===== src/verilog/nco_pkg.sv =====
// Function
// - oscillator advances phase by 32-bit word
// - mixer multiplies real samples by exponential
// - four oscillators per channel, own settings
// - all accumulators run every cycle
// - pin change switches to indicated oscillator
// - select about 36-40, samples 36 cycles
// - source bit picks pins or field
// - select value is binary oscillator index
// - per-index frequency and phase settings
// - zero divider means plain binary mode
// - frequency change needs oscillator resync
// - nonzero divider gives exact rational steps
// - software keeps divider an integer
// - software computes rational frequency word
// - divider above 8192 not advised
// - phase offset left-justified then added
package nco_pkg;
  // ------------------------------------------------------------
  // widths and counts
  // ------------------------------------------------------------
  localparam int NUM_CHAN    = 2;
  localparam int NUM_OSC     = 4;
  localparam int FREQ_W      = 32;
  localparam int PHASE_W     = 16;
  localparam int SAMP_W      = 12;
  localparam int MIX_W       = 16;
  localparam int RDIV_W      = 16;
  localparam int RAT_SHIFT   = 6;    // divider counts in units of 64 clocks
  localparam int SYNC_STAGES = 3;
  localparam int SAMPLE_LAT  = 36;   // sample to mixer output, cycles
  localparam int SEL_LAT     = 36;   // synchronised pin to mixer, cycles
  localparam int FIFO_DEPTH  = 16;
  localparam int FIFO_WIDTH  = 4 * MIX_W;
  localparam logic [RDIV_W-1:0] RDIV_ADVISED_MAX = 16'h2000;

  // ------------------------------------------------------------
  // register map of the controller
  // ------------------------------------------------------------
  localparam logic [7:0] ADDR_CTRL    = 8'h00;
  localparam logic [7:0] ADDR_STATUS  = 8'h04;
  localparam logic [7:0] ADDR_RDIV    = 8'h08;
  localparam logic [7:0] ADDR_PINS    = 8'h0C;
  localparam logic [7:0] ADDR_DATA_A  = 8'h10;
  localparam logic [7:0] ADDR_DATA_B  = 8'h14;
  localparam logic [3:0] REG_FREQ_A   = 4'h2;
  localparam logic [3:0] REG_FREQ_B   = 4'h3;
  localparam logic [3:0] REG_PHASE_A  = 4'h4;
  localparam logic [3:0] REG_PHASE_B  = 4'h5;
  localparam int CTRL_SRC     = 0;
  localparam int CTRL_SELA    = 1;
  localparam int CTRL_SELB    = 3;
  localparam int CTRL_RESYNC  = 5;
  localparam int CTRL_OVR_CLR = 6;
  localparam int ST_EMPTY     = 0;
  localparam int ST_FULL      = 1;
  localparam int ST_OVERRUN   = 2;
  localparam int ST_RDIV_HIGH = 3;
  localparam int PINS_B       = 2;
  localparam logic [31:0] RST_WORD = 32'h0000_0000;

  // ------------------------------------------------------------
  // sine lookup, 64 points per turn, amplitude 2047
  // ------------------------------------------------------------
  function automatic logic [11:0] quarter(input logic [3:0] i);
    unique case (i)
      4'h0: quarter = 12'h064;
      4'h1: quarter = 12'h12C;
      4'h2: quarter = 12'h1F1;
      4'h3: quarter = 12'h2B2;
      4'h4: quarter = 12'h36B;
      4'h5: quarter = 12'h41C;
      4'h6: quarter = 12'h4C3;
      4'h7: quarter = 12'h55F;
      4'h8: quarter = 12'h5ED;
      4'h9: quarter = 12'h66C;
      4'hA: quarter = 12'h6DC;
      4'hB: quarter = 12'h73A;
      4'hC: quarter = 12'h787;
      4'hD: quarter = 12'h7C2;
      4'hE: quarter = 12'h7E9;
      4'hF: quarter = 12'h7FD;
    endcase
  endfunction

  function automatic logic signed [11:0] sine6(input logic [5:0] ph);
    logic [11:0] m;
    m = quarter(ph[4] ? ~ph[3:0] : ph[3:0]);
    sine6 = ph[5] ? -signed'(m) : signed'(m);
  endfunction
endpackage


===== src/verilog/nco_link_if.sv =====
`timescale 1ns/1ps
`default_nettype none
interface nco_link_if;
  // settings from the controller
  logic [3:0][31:0] freq_word_chan_a;
  logic [3:0][31:0] freq_word_chan_b;
  logic [3:0][15:0] phase_offset_chan_a;
  logic [3:0][15:0] phase_offset_chan_b;
  logic [15:0]      rational_divider;
  logic             select_source_ctrl;
  logic [1:0]       osc_select_field_chan_a;
  logic [1:0]       osc_select_field_chan_b;
  logic [1:0]       osc_select_pins_chan_a;
  logic [1:0]       osc_select_pins_chan_b;
  logic             resync;
  logic             overrun_clr;
  // mixed stream to the controller
  logic             mix_valid;
  logic             mix_ready;
  logic [15:0]      mix_i_a;
  logic [15:0]      mix_q_a;
  logic [15:0]      mix_i_b;
  logic [15:0]      mix_q_b;
  logic             overrun;

  modport dev (
    input  freq_word_chan_a, freq_word_chan_b, phase_offset_chan_a,
    input  phase_offset_chan_b, rational_divider, select_source_ctrl,
    input  osc_select_field_chan_a, osc_select_field_chan_b,
    input  osc_select_pins_chan_a, osc_select_pins_chan_b,
    input  resync, overrun_clr, mix_ready,
    output mix_valid, mix_i_a, mix_q_a, mix_i_b, mix_q_b, overrun
  );
  modport host (
    output freq_word_chan_a, freq_word_chan_b, phase_offset_chan_a,
    output phase_offset_chan_b, rational_divider, select_source_ctrl,
    output osc_select_field_chan_a, osc_select_field_chan_b,
    output osc_select_pins_chan_a, osc_select_pins_chan_b,
    output resync, overrun_clr, mix_ready,
    input  mix_valid, mix_i_a, mix_q_a, mix_i_b, mix_q_b, overrun
  );
endinterface
`default_nettype wire


===== src/verilog/nco_host_ctrl.sv =====
// Our own choices: the placing of the registers and register access over AHB-Lite.
`timescale 1ns/1ps
`default_nettype none
module nco_sync_fifo #(
  parameter int WIDTH = nco_pkg::FIFO_WIDTH,
  parameter int DEPTH = nco_pkg::FIFO_DEPTH
) (
  // clock and reset
  input  wire logic             hclk,
  input  wire logic             hresetn,
  // fill side
  input  wire logic             in_valid,
  output logic                  in_ready,
  input  wire logic [WIDTH-1:0] in_data,
  // drain side
  output logic                  out_valid,
  input  wire logic             out_ready,
  output logic [WIDTH-1:0]      out_data
);
  localparam int AW = $clog2(DEPTH);
  localparam int CW = AW + 1;

  typedef struct packed {
    logic [DEPTH-1:0][WIDTH-1:0] mem;
    logic [AW-1:0]               wp;
    logic [AW-1:0]               rp;
    logic [CW-1:0]               cnt;
    logic                        rdy;
  } fifo_t;

  fifo_t q;
  fifo_t d;
  logic  push;
  logic  pop;

  assign push = in_valid && q.rdy;
  assign pop  = out_ready && (q.cnt != '0);

  // pointers wrap explicitly so depth need not be a power of two
  always_comb begin
    d = q;
    if (push) begin
      d.mem[q.wp] = in_data;
      d.wp = (q.wp == AW'(DEPTH - 1)) ? '0 : q.wp + AW'(1);
    end
    if (pop) begin
      d.rp = (q.rp == AW'(DEPTH - 1)) ? '0 : q.rp + AW'(1);
    end
    d.cnt = q.cnt + CW'(push) - CW'(pop);
    d.rdy = d.cnt != CW'(DEPTH);
  end

  always_ff @(posedge hclk or negedge hresetn) begin
    if (!hresetn) begin
      q <= '{default: '0, rdy: 1'b1};
    end else begin
      q <= d;
    end
  end

  assign in_ready  = q.rdy;
  assign out_valid = q.cnt != '0;
  assign out_data  = q.mem[q.rp];
endmodule // nco_sync_fifo

module nco_host_ctrl (
  // clock and reset
  input  wire logic        hclk,
  input  wire logic        hresetn,
  // ahb-lite slave
  input  wire logic        hsel,
  input  wire logic [31:0] haddr,
  input  wire logic [1:0]  htrans,
  input  wire logic        hwrite,
  input  wire logic [2:0]  hsize,
  input  wire logic [31:0] hwdata,
  input  wire logic        hready,
  output logic             hreadyout,
  output logic [31:0]      hrdata,
  output logic             hresp,
  // link to the oscillator end
  nco_link_if.host         link
);
  typedef struct packed {
    logic [3:0][31:0] freq_a;
    logic [3:0][31:0] freq_b;
    logic [3:0][15:0] phase_a;
    logic [3:0][15:0] phase_b;
    logic [15:0]      rdiv;
    logic             src;
    logic [1:0]       sel_a;
    logic [1:0]       sel_b;
    logic [3:0]       pins;
    logic             resync;
    logic             ovr_clr;
    logic             dph_wr;
    logic [7:0]       dph_addr;
    logic [31:0]      rdata;
  } host_t;

  host_t q;
  host_t d;
  logic  rd_req;
  logic  wr_req;
  logic  hit;
  logic  pop;
  logic  f_valid;
  logic  f_ready;
  logic [nco_pkg::FIFO_WIDTH-1:0] f_data;

  // only the low byte decodes; anything above it is unmapped
  function automatic logic [3:0] region(input logic [7:0] a);
    region = a[7:4];
  endfunction

  assign hit    = haddr[31:8] == '0;
  assign rd_req = hsel && hready && htrans[1] && !hwrite;
  assign wr_req = hsel && hready && htrans[1] && hwrite;
  // reading the second data word retires one fifo entry
  assign pop    = rd_req && hit && (haddr[7:0] == nco_pkg::ADDR_DATA_B);

  nco_sync_fifo #(
    .WIDTH (nco_pkg::FIFO_WIDTH),
    .DEPTH (nco_pkg::FIFO_DEPTH)
  ) u_fifo (
    .hclk      (hclk),
    .hresetn   (hresetn),
    .in_valid  (link.mix_valid),
    .in_ready  (f_ready),
    .in_data   ({link.mix_i_a, link.mix_q_a, link.mix_i_b, link.mix_q_b}),
    .out_valid (f_valid),
    .out_ready (pop),
    .out_data  (f_data)
  );

  // ------------------------------------------------------------
  // register access: read data prepared in the address phase,
  // write data taken in the data phase; no wait states
  // ------------------------------------------------------------
  always_comb begin
    logic [1:0] ix;
    ix = haddr[3:2];
    d = q;
    d.resync  = 1'b0;
    d.ovr_clr = 1'b0;
    d.dph_wr  = wr_req && hit;
    d.dph_addr = haddr[7:0];
    d.rdata   = nco_pkg::RST_WORD;
    if (rd_req && hit) begin
      unique case (region(haddr[7:0]))
        nco_pkg::REG_FREQ_A:  d.rdata = q.freq_a[ix];
        nco_pkg::REG_FREQ_B:  d.rdata = q.freq_b[ix];
        nco_pkg::REG_PHASE_A: d.rdata = {16'h0000, q.phase_a[ix]};
        nco_pkg::REG_PHASE_B: d.rdata = {16'h0000, q.phase_b[ix]};
        default: begin
          unique case (haddr[7:0])
            nco_pkg::ADDR_CTRL:   d.rdata = {27'h0, q.sel_b, q.sel_a, q.src};
            nco_pkg::ADDR_RDIV:   d.rdata = {16'h0000, q.rdiv};
            nco_pkg::ADDR_PINS:   d.rdata = {28'h0, q.pins};
            nco_pkg::ADDR_DATA_A: d.rdata = f_valid ? f_data[63:32] : '0;
            nco_pkg::ADDR_DATA_B: d.rdata = f_valid ? f_data[31:0] : '0;
            nco_pkg::ADDR_STATUS: begin
              d.rdata[nco_pkg::ST_EMPTY]     = !f_valid;
              d.rdata[nco_pkg::ST_FULL]      = !f_ready;
              d.rdata[nco_pkg::ST_OVERRUN]   = link.overrun;
              // large dividers hurt spur level; flagged, still accepted
              d.rdata[nco_pkg::ST_RDIV_HIGH] = q.rdiv > nco_pkg::RDIV_ADVISED_MAX;
            end
            default: d.rdata = nco_pkg::RST_WORD;
          endcase
        end
      endcase
    end
    if (q.dph_wr) begin
      unique case (region(q.dph_addr))
        // frequency words are written as software computed them
        nco_pkg::REG_FREQ_A:  d.freq_a[q.dph_addr[3:2]] = hwdata;
        nco_pkg::REG_FREQ_B:  d.freq_b[q.dph_addr[3:2]] = hwdata;
        nco_pkg::REG_PHASE_A: d.phase_a[q.dph_addr[3:2]] = hwdata[15:0];
        nco_pkg::REG_PHASE_B: d.phase_b[q.dph_addr[3:2]] = hwdata[15:0];
        default: begin
          unique case (q.dph_addr)
            nco_pkg::ADDR_CTRL: begin
              d.src     = hwdata[nco_pkg::CTRL_SRC];
              d.sel_a   = hwdata[nco_pkg::CTRL_SELA +: 2];
              d.sel_b   = hwdata[nco_pkg::CTRL_SELB +: 2];
              d.resync  = hwdata[nco_pkg::CTRL_RESYNC];
              d.ovr_clr = hwdata[nco_pkg::CTRL_OVR_CLR];
            end
            nco_pkg::ADDR_RDIV: d.rdiv = hwdata[15:0];
            nco_pkg::ADDR_PINS: d.pins = hwdata[3:0];
            default: d.pins = q.pins;
          endcase
        end
      endcase
    end
  end

  always_ff @(posedge hclk or negedge hresetn) begin
    if (!hresetn) begin
      q <= '0;
    end else begin
      q <= d;
    end
  end

  // ------------------------------------------------------------
  // outputs
  // ------------------------------------------------------------
  assign hreadyout = 1'b1;
  assign hresp     = 1'b0;
  assign hrdata    = q.rdata;
  assign link.freq_word_chan_a        = q.freq_a;
  assign link.freq_word_chan_b        = q.freq_b;
  assign link.phase_offset_chan_a     = q.phase_a;
  assign link.phase_offset_chan_b     = q.phase_b;
  assign link.rational_divider        = q.rdiv;
  assign link.select_source_ctrl      = q.src;
  assign link.osc_select_field_chan_a = q.sel_a;
  assign link.osc_select_field_chan_b = q.sel_b;
  assign link.osc_select_pins_chan_a  = q.pins[1:0];
  assign link.osc_select_pins_chan_b  = q.pins[nco_pkg::PINS_B +: 2];
  assign link.resync                  = q.resync;
  assign link.overrun_clr             = q.ovr_clr;
  assign link.mix_ready               = f_ready;
endmodule // nco_host_ctrl
`default_nettype wire


===== src/flat_wrapper.sv =====
// flat-port wrapper written by rule: the top's interface ports become plain ports
module nco_host_ctrl_flat 
  (hclk, hresetn, hsel, haddr, htrans, hwrite, hsize, hwdata, hready, hreadyout, hrdata, hresp, link_freq_word_chan_a, link_freq_word_chan_b, link_phase_offset_chan_a, link_phase_offset_chan_b, link_rational_divider, link_select_source_ctrl, link_osc_select_field_chan_a, link_osc_select_field_chan_b, link_osc_select_pins_chan_a, link_osc_select_pins_chan_b, link_resync, link_overrun_clr, link_mix_ready, link_mix_valid, link_mix_i_a, link_mix_q_a, link_mix_i_b, link_mix_q_b, link_overrun);
  nco_link_if link_i ();
  input  wire logic hclk;
  input  wire logic hresetn;
  input  wire logic hsel;
  input  wire logic [31:0] haddr;
  input  wire logic [1:0] htrans;
  input  wire logic hwrite;
  input  wire logic [2:0] hsize;
  input  wire logic [31:0] hwdata;
  input  wire logic hready;
  output logic hreadyout;
  output logic [31:0] hrdata;
  output logic hresp;
  output wire logic [$bits(link_i.freq_word_chan_a)-1:0] link_freq_word_chan_a;
  output wire logic [$bits(link_i.freq_word_chan_b)-1:0] link_freq_word_chan_b;
  output wire logic [$bits(link_i.phase_offset_chan_a)-1:0] link_phase_offset_chan_a;
  output wire logic [$bits(link_i.phase_offset_chan_b)-1:0] link_phase_offset_chan_b;
  output wire logic [$bits(link_i.rational_divider)-1:0] link_rational_divider;
  output wire logic [$bits(link_i.select_source_ctrl)-1:0] link_select_source_ctrl;
  output wire logic [$bits(link_i.osc_select_field_chan_a)-1:0] link_osc_select_field_chan_a;
  output wire logic [$bits(link_i.osc_select_field_chan_b)-1:0] link_osc_select_field_chan_b;
  output wire logic [$bits(link_i.osc_select_pins_chan_a)-1:0] link_osc_select_pins_chan_a;
  output wire logic [$bits(link_i.osc_select_pins_chan_b)-1:0] link_osc_select_pins_chan_b;
  output wire logic [$bits(link_i.resync)-1:0] link_resync;
  output wire logic [$bits(link_i.overrun_clr)-1:0] link_overrun_clr;
  output wire logic [$bits(link_i.mix_ready)-1:0] link_mix_ready;
  input wire logic [$bits(link_i.mix_valid)-1:0] link_mix_valid;
  input wire logic [$bits(link_i.mix_i_a)-1:0] link_mix_i_a;
  input wire logic [$bits(link_i.mix_q_a)-1:0] link_mix_q_a;
  input wire logic [$bits(link_i.mix_i_b)-1:0] link_mix_i_b;
  input wire logic [$bits(link_i.mix_q_b)-1:0] link_mix_q_b;
  input wire logic [$bits(link_i.overrun)-1:0] link_overrun;
  assign link_freq_word_chan_a = link_i.freq_word_chan_a;
  assign link_freq_word_chan_b = link_i.freq_word_chan_b;
  assign link_phase_offset_chan_a = link_i.phase_offset_chan_a;
  assign link_phase_offset_chan_b = link_i.phase_offset_chan_b;
  assign link_rational_divider = link_i.rational_divider;
  assign link_select_source_ctrl = link_i.select_source_ctrl;
  assign link_osc_select_field_chan_a = link_i.osc_select_field_chan_a;
  assign link_osc_select_field_chan_b = link_i.osc_select_field_chan_b;
  assign link_osc_select_pins_chan_a = link_i.osc_select_pins_chan_a;
  assign link_osc_select_pins_chan_b = link_i.osc_select_pins_chan_b;
  assign link_resync = link_i.resync;
  assign link_overrun_clr = link_i.overrun_clr;
  assign link_mix_ready = link_i.mix_ready;
  assign link_i.mix_valid = link_mix_valid;
  assign link_i.mix_i_a = link_mix_i_a;
  assign link_i.mix_q_a = link_mix_q_a;
  assign link_i.mix_i_b = link_mix_i_b;
  assign link_i.mix_q_b = link_mix_q_b;
  assign link_i.overrun = link_overrun;
  nco_host_ctrl u_core (.hclk(hclk), .hresetn(hresetn), .hsel(hsel), .haddr(haddr), .htrans(htrans), .hwrite(hwrite), .hsize(hsize), .hwdata(hwdata), .hready(hready), .hreadyout(hreadyout), .hrdata(hrdata), .hresp(hresp), .link(link_i));
endmodule

===== config.mk =====
export PLATFORM = sky130hd
export DESIGN_NAME = nco_host_ctrl_flat
export DESIGN_NICKNAME = d
export VERILOG_FILES = /design/src/verilog/nco_pkg.sv /design/src/verilog/nco_link_if.sv /design/src/verilog/nco_host_ctrl.sv /design/src/flat_wrapper.sv
export SDC_FILE = /design/constraint.sdc
export NUM_CORES = 2
export LEC_CHECK = 0
export ABC_AREA = 1
export BUFFER_PORTS_ARGS = -buffer_cell sky130_fd_sc_hd__buf_2
export CAP_MARGIN = 20
export CORE_AREA = 2 2 397 399
export DETAILED_ROUTE_END_ITERATION = 16
export DIE_AREA = 0 0 399 401
export GPL_ROUTABILITY_DRIVEN = 0
export PLACE_DENSITY_LB_ADDON = 0.25
export SLEW_MARGIN = 20
export SYNTH_ARGS = -nofsm -noshare
export SYNTH_HDL_FRONTEND = slang
export SYNTH_SLANG_ARGS = --single-unit

===== constraint.sdc =====
create_clock -name hclk -period 3.28 [get_ports hclk]
set_input_delay 0.656 -clock hclk [delete_from_list [all_inputs] [get_ports hclk]]
set_output_delay 0.656 -clock hclk [all_outputs]
set_load 0.1 [all_outputs]

## Word level (Yosys, flattened, before mapping)

Cells that the tools add are included.

| operators by class | value |
|---|---|
| equality and inequality tests | 18 |
| add/subtract/negate cells | 4 |
| bitwise logic cells | 1 |
| mux-type cells | 32 |
| order comparisons | 7 |
| reductions and logical operators | 26 |

Operators with widths:

| kind | number |
|---|---|
| bitwise mux 1024 bit | 1 |
| binary-select mux 64 bit (select 4 bit) | 1 |
| bitwise mux 128 bit | 2 |
| demux 64 bit (select 4 bit) | 1 |
| two-way mux 32 bit | 6 |
| binary-select mux 32 bit (select 2 bit) | 2 |
| bitwise mux 64 bit | 2 |
| two-way mux 64 bit | 2 |
| case mux 32 bit (4 select lines) | 1 |
| case mux 28 bit (4 select lines) | 1 |
| binary-select mux 16 bit (select 2 bit) | 2 |
| demux 32 bit (select 2 bit) | 1 |
| two-way mux 16 bit | 3 |
| demux 16 bit (select 2 bit) | 1 |
| equality test 8 x 4 -> 1 bit (second input constant) | 4 |
| zero test 24 bit | 1 |
| case mux 4 bit (6 select lines) | 1 |
| equality test 4 x 2 -> 1 bit (second input constant) | 4 |
| equality test 4 x 3 -> 1 bit (second input constant) | 4 |
| equality test 8 x 5 -> 1 bit (second input constant) | 2 |
| greater-than comparator 16 x 14 -> 1 bit (second input constant) | 1 |
| zero test 8 bit | 2 |
| logical AND 1 bit | 11 |
| less-than comparator 4 x 5 -> 1 bit (second input constant) | 2 |
| other kinds (17) | 30 |

| storage, ports and cells | value |
|---|---|
| logic and storage cells | 134 |
| output and inout bits | 446 |
| bits in registers | 1490 |
| bits of input ports | 140 |

## Depth between registers and ports, before layout

| logic depth | value |
|---|---|
| word-level depth | 8 |
| gate-level depth with buffers | 17 |
| mapped depth without buffers | 17 |

## Modules after synthesis

From an unflattened synthesis, not the netlist that was laid out.

| second synthesis, totals | value |
|---|---|
| cell total of the unflattened synthesis | 10003 |
| area, all modules | 74511.5 sq um |

Modules (own cells, without submodules):

| module | times used | cells an instance | area an instance (sq um) |
|---|---|---|---|
| nco_sync_fifo | 1 | 6885 | 50412.1 |
| nco_host_ctrl | 1 | 3118 | 24099.4 |

## Worst setup path before layout

Ideal clock, no wire load.

| timing path | value |
|---|---|
| path type | in2reg |
| start point | input port haddr[17] |
| end point | register u_core.u_fifo.q, in the netlist u_core.u_fifo.in_ready |
| library setup time | 0.086 ns |
| arrival | 2.876 ns |
| slack | 0.318 ns |
| cell stages on the path | 15 |
| path buffers | 0 |
| path through | or2_2 -> nor2_1 -> nand4_1 -> nor3_2 -> nand2_1 -> inv_2 -> ha_1 -> inv_1 -> ha_1 -> fa_1 -> a21oi_1 -> nor2_1 -> nor2_1 -> xor2_1 -> nand2_1 |

RTL lines:

| element | line | RTL |
|---|---|---|
| from (decl) | flat_wrapper.sv:8 | `input wire logic [31:0] haddr;` |
| to (signal assigned) | nco_host_ctrl.sv:55 | `q <= '{default: '0, rdy: 1'b1};` |
| to (signal assigned) | nco_host_ctrl.sv:57 | `q <= d;` |
| to (decl) | nco_host_ctrl.sv:31 | `fifo_t q;` |

==> run_results.csv <==
group,metric,value,unit
detailed_routing,routedWlPerCell,22.5,µm
floorplanning,die-area,0.160,mm²
hold_path,timing.hold.worst.start,"haddr[2]",
hold_path,min-delay-path-class,"primary input to flop",
floorplanning,chipWidth,399,µm
yosys,synth_seq_area_share,53.4,%
timing,setup-violations-final,0,
detailed_routing,drt_iter0_drc,7609,
cells_and_area,most_frequent_cells_in_the_layout,"nand2_1, o21ai_0, dfrtp_1",
yosys,netlist_instances,8554,
yosys,synthesis.nets,8706,
yosys,edff_count_synth,0,
clocking,worstSkewPairLatency,0.79,ns
timing,slew_violations,0,
clocking,tritoncts_clock_tree,"done",
floorplanning,initial_utilization,44.8,%
cells_and_area,commonest_non_fill_non_tap_cell_in_the_layout,"nand2_1",
clocking,cts.sinks,1490,
detailed_routing,drtPass1Iterations,7,
critical_path,r2r-end,"u_core.u_fifo.in_ready$_DFF_PN1_",
clocking,cts.clk_slew.worst_paths,0.06,ns
yosys,synth_warnings,0,
pwr,total_leakage_power,0.0371,µW
yosys,syn_avg_cell_area,8.16,µm²
critical_path,timing.critical_path.required,3.99,ns
detailed_routing,highest-signal-layer,"met5",
pwr,max-vdd-ir-drop,0.000633,V
place,dp_hpwl,147,mm
detailed_routing,num_vias,59403,
critical_path,worst_ep_arrival_time,3.66,ns
pwr,p_total,56500,µW
detailed_routing,wl_met1,99.1,mm
detailed_routing,wl_met3,21.6,mm
detailed_routing,antenna_violating_nets_post_route,0,
detailed_routing,drc,0,
place,io_buffers,579,
critical_path,reg2reg_slack,0.33,ns
timing,layout_min_cycle_time,2.95,ns
yosys,dominant_synthesized_flop_cell,"dfrtp_1",
clocking,cts-buffers-inserted,158,
global_routing,largest_net_degree_at_the_start_of_global_routing,134,
cells_and_area,syn_to_final_growth,10.3,%
timing,top_achievable_clock_speed,0.339,GHz
detailed_routing,route.detailed.vias_per_inst,5.61,
global_routing,first_global_vias,55269,
clocking,ctsHoldBuffers,3,
run,max_cap_violations,0,
pwr,power.density_cell_area,734,mW/mm²
floorplanning,core_area,0.156,mm²
yosys,netlist_area,0.0698,mm²
critical_path,worst_setup_path_end_kind,"flop",
timing,finalHoldViolations,0,
critical_path,critPathKind,"flop to flop",
global_routing,total_grt_overflow,0,
hold_path,min_delay_worst_endpoint,"u_core.q[34]$_DFF_PN0_",
floorplanning,design.portCount,586,
timing,min_period_over_period,89.9,%
cells_and_area,post-route-util,49.4,%
timing,grt_setup_unrepaired,"false",
floorplanning,rows,145,
timing,timing.slew.headroom,25.9,%
global_routing,grt_antenna_before_repair,8,
floorplanning,fp.dieH,401,µm
hold_path,worst_hold_path.num_cells,1,
cells_and_area,share_of_post_route_cells_with_drive_strength_above_1,12.7,%
timing,tightestPinTransition,1.11,ns
critical_path,regToRegStartpoint,"u_core.u_fifo.q[3]$_DFF_PN0_",
cells_and_area,design.final.nets,8559,
critical_path,start_kind,"flop",
detailed_routing,routed_wirelength,238,mm
global_routing,globalRouteTotalUtil,29.5,%
critical_path,reg2regPathDepth,17,
critical_path,critical_path_peak_fanout,3,
clocking,htreeDepth,4,
yosys,yosys_register_bits,1490,
clocking,postCtsSetupRepairBufs,0,
timing,worst_clk_skew,0.0222,ns
clocking,ctsResizeCount,0,
global_routing,grt_first_pass_wirelength,360,mm
yosys,ys_async_sr_fraction,100,%
yosys,synth.lib_cells_used.distinct,41,
detailed_routing,met2_wirelength,106,mm
clocking,root_buffer,"clkbuf_16",
clocking,cts_buffer_depth,3,
status,outcome,"complete, no violations",
[power breakdown]
part	internal, µW	total [µW]	switching [µW]
logic	4150	11100	6930
clock network	10800	18400	7600
registers	24200	27100	2920
[cells in the mapped netlist, types with 3 or more instances]
cell type / instances / share of area (%)
inv_2: 11 / 0.059
xor2_1: 5 / 0.063
nor4_1: 7 / 0.063
nor2_1: 685 / 3.7
o211ai_1: 96 / 1.0
nor2_2: 4 / 0.036
buf_8: 3 / 0.065
buf_1: 15 / 0.081
buf_6: 11 / 0.18
buf_2: 124 / 0.89
or2_2: 5 / 0.045
inv_1: 233 / 1.3
a21oi_1: 140 / 1.0
nor3_1: 16 / 0.11
clkbuf_1: 475 / 2.6
ha_1: 11 / 0.20
nand2_1: 2445 / 13
nand4_1: 72 / 0.65
nand3_2: 10 / 0.14
a22oi_1: 57 / 0.61
a22o_1: 3 / 0.038
nor3_2: 3 / 0.043
buf_4: 461 / 5.0
dfrtp_1: 1489 / 53
nand3_1: 352 / 2.5
nor3b_1: 9 / 0.097
o21ai_1: 66 / 0.47
o21ai_0: 1727 / 12
or2_1: 3 / 0.027
[per-layer routing]
metal | up-vias | track usage (%)
met4 | 2 | 13.8
met5 | - | 0
met3 | 522 | 5.58
li1 | 27179 | -
met2 | 2872 | 44.5
met1 | 28828 | 41.2
[flip-flops by register name, indices dropped and copies added, names as in the netlist]
name                                 cells
u_core.link.osc_select_pins_chan_a       2
u_core.link.select_source_ctrl           1
u_core.link.phase_offset_chan_a         64
u_core.link.freq_word_chan_a           128
u_core.link.freq_word_chan_b           128
u_core.link.osc_select_field_chan_b      2
u_core.u_fifo.q                       1037
u_core.link.osc_select_pins_chan_b       2
u_core.link.osc_select_field_chan_a      2
u_core.q                                 9
u_core.hrdata                           32
u_core.link.rational_divider            16
u_core.link.overrun_clr                  1
u_core.u_fifo.in_ready                   1
u_core.link.phase_offset_chan_b         64
u_core.link.resync                       1
[metrics by stage]
step	setup slack, ns	std cells	hold WS [ns]	TNS [ns]	area (µm²)
floorplan	0.318	8554	0.360	0	69800
global placement	-0.0403	10302	0.458	-0.0403	71700
detailed placement	-0.0547	10302	0.466	-0.0547	71700
CTS	0.336	10590	0.00698	0	77000
global route	0.101	10593	0.0354	0	77000
finish	0.332	10593	0.0576	0	77000
[final cells by class]
| type | count | area (µm²) |
|---|---|---|
| well taps | 2058 | 2570 |
| clock buffers | 244 | 4800 |
| flip-flops and latches | 1490 | 37300 |
| clock inverters | 41 | 484 |
| fillers | 15016 | 78700 |
| repair buffers | 782 | 5180 |
| diodes | 3 | 7.51 |
| inverters | 247 | 953 |
| multi-input cells | 5728 | 25700 |
[cells by family (layout without fill, tap and decap cells)]
group	Yosys count	in the layout	synth area share [%]
flops	1490	1490	53.4
xor+xnor	5	5	0.0627
other cells	2	5	0.0108
fa+ha+maj	12	12	0.226
compound gates	2094	2094	15.6
buf+inv	1336	1314	10.1
simple gates	3615	3615	20.6
[critical path, stage by stage (launching register included)]
cell	delay, ns
dfrtp_1	0.39
inv_1	0.09
ha_1	0.15
and3_1	0.28
clkinv_1	0.12
nand2_1	0.12
inv_2	0.04
nand2_1	0.10
inv_2	0.05
ha_1	0.26
inv_1	0.04
ha_1	0.20
fa_1	0.44
a21oi_1	0.14
nor2_1	0.05
nor2_1	0.10
xor2_1	0.21
nand2_1	0.09
[worst max path at each step]
stage,from,endpoint,slack (ns),cells past startpoint
floorplan,haddr[17],u_core.u_fifo.in_ready$_DFF_PN1_,0.32,15
global placement,haddr[17],u_core.u_fifo.in_ready$_DFF_PN1_,-0.04,17
detailed placement,haddr[17],u_core.u_fifo.in_ready$_DFF_PN1_,-0.05,17
CTS,u_core.u_fifo.q[4]$_DFF_PN0_,u_core.u_fifo.in_ready$_DFF_PN1_,0.34,17
global route,u_core.u_fifo.q[3]$_DFF_PN0_,u_core.u_fifo.in_ready$_DFF_PN1_,0.10,17
finish,u_core.u_fifo.q[3]$_DFF_PN0_,u_core.u_fifo.in_ready$_DFF_PN1_,0.33,17
Note: power is estimated with default switching activity, not from simulation.
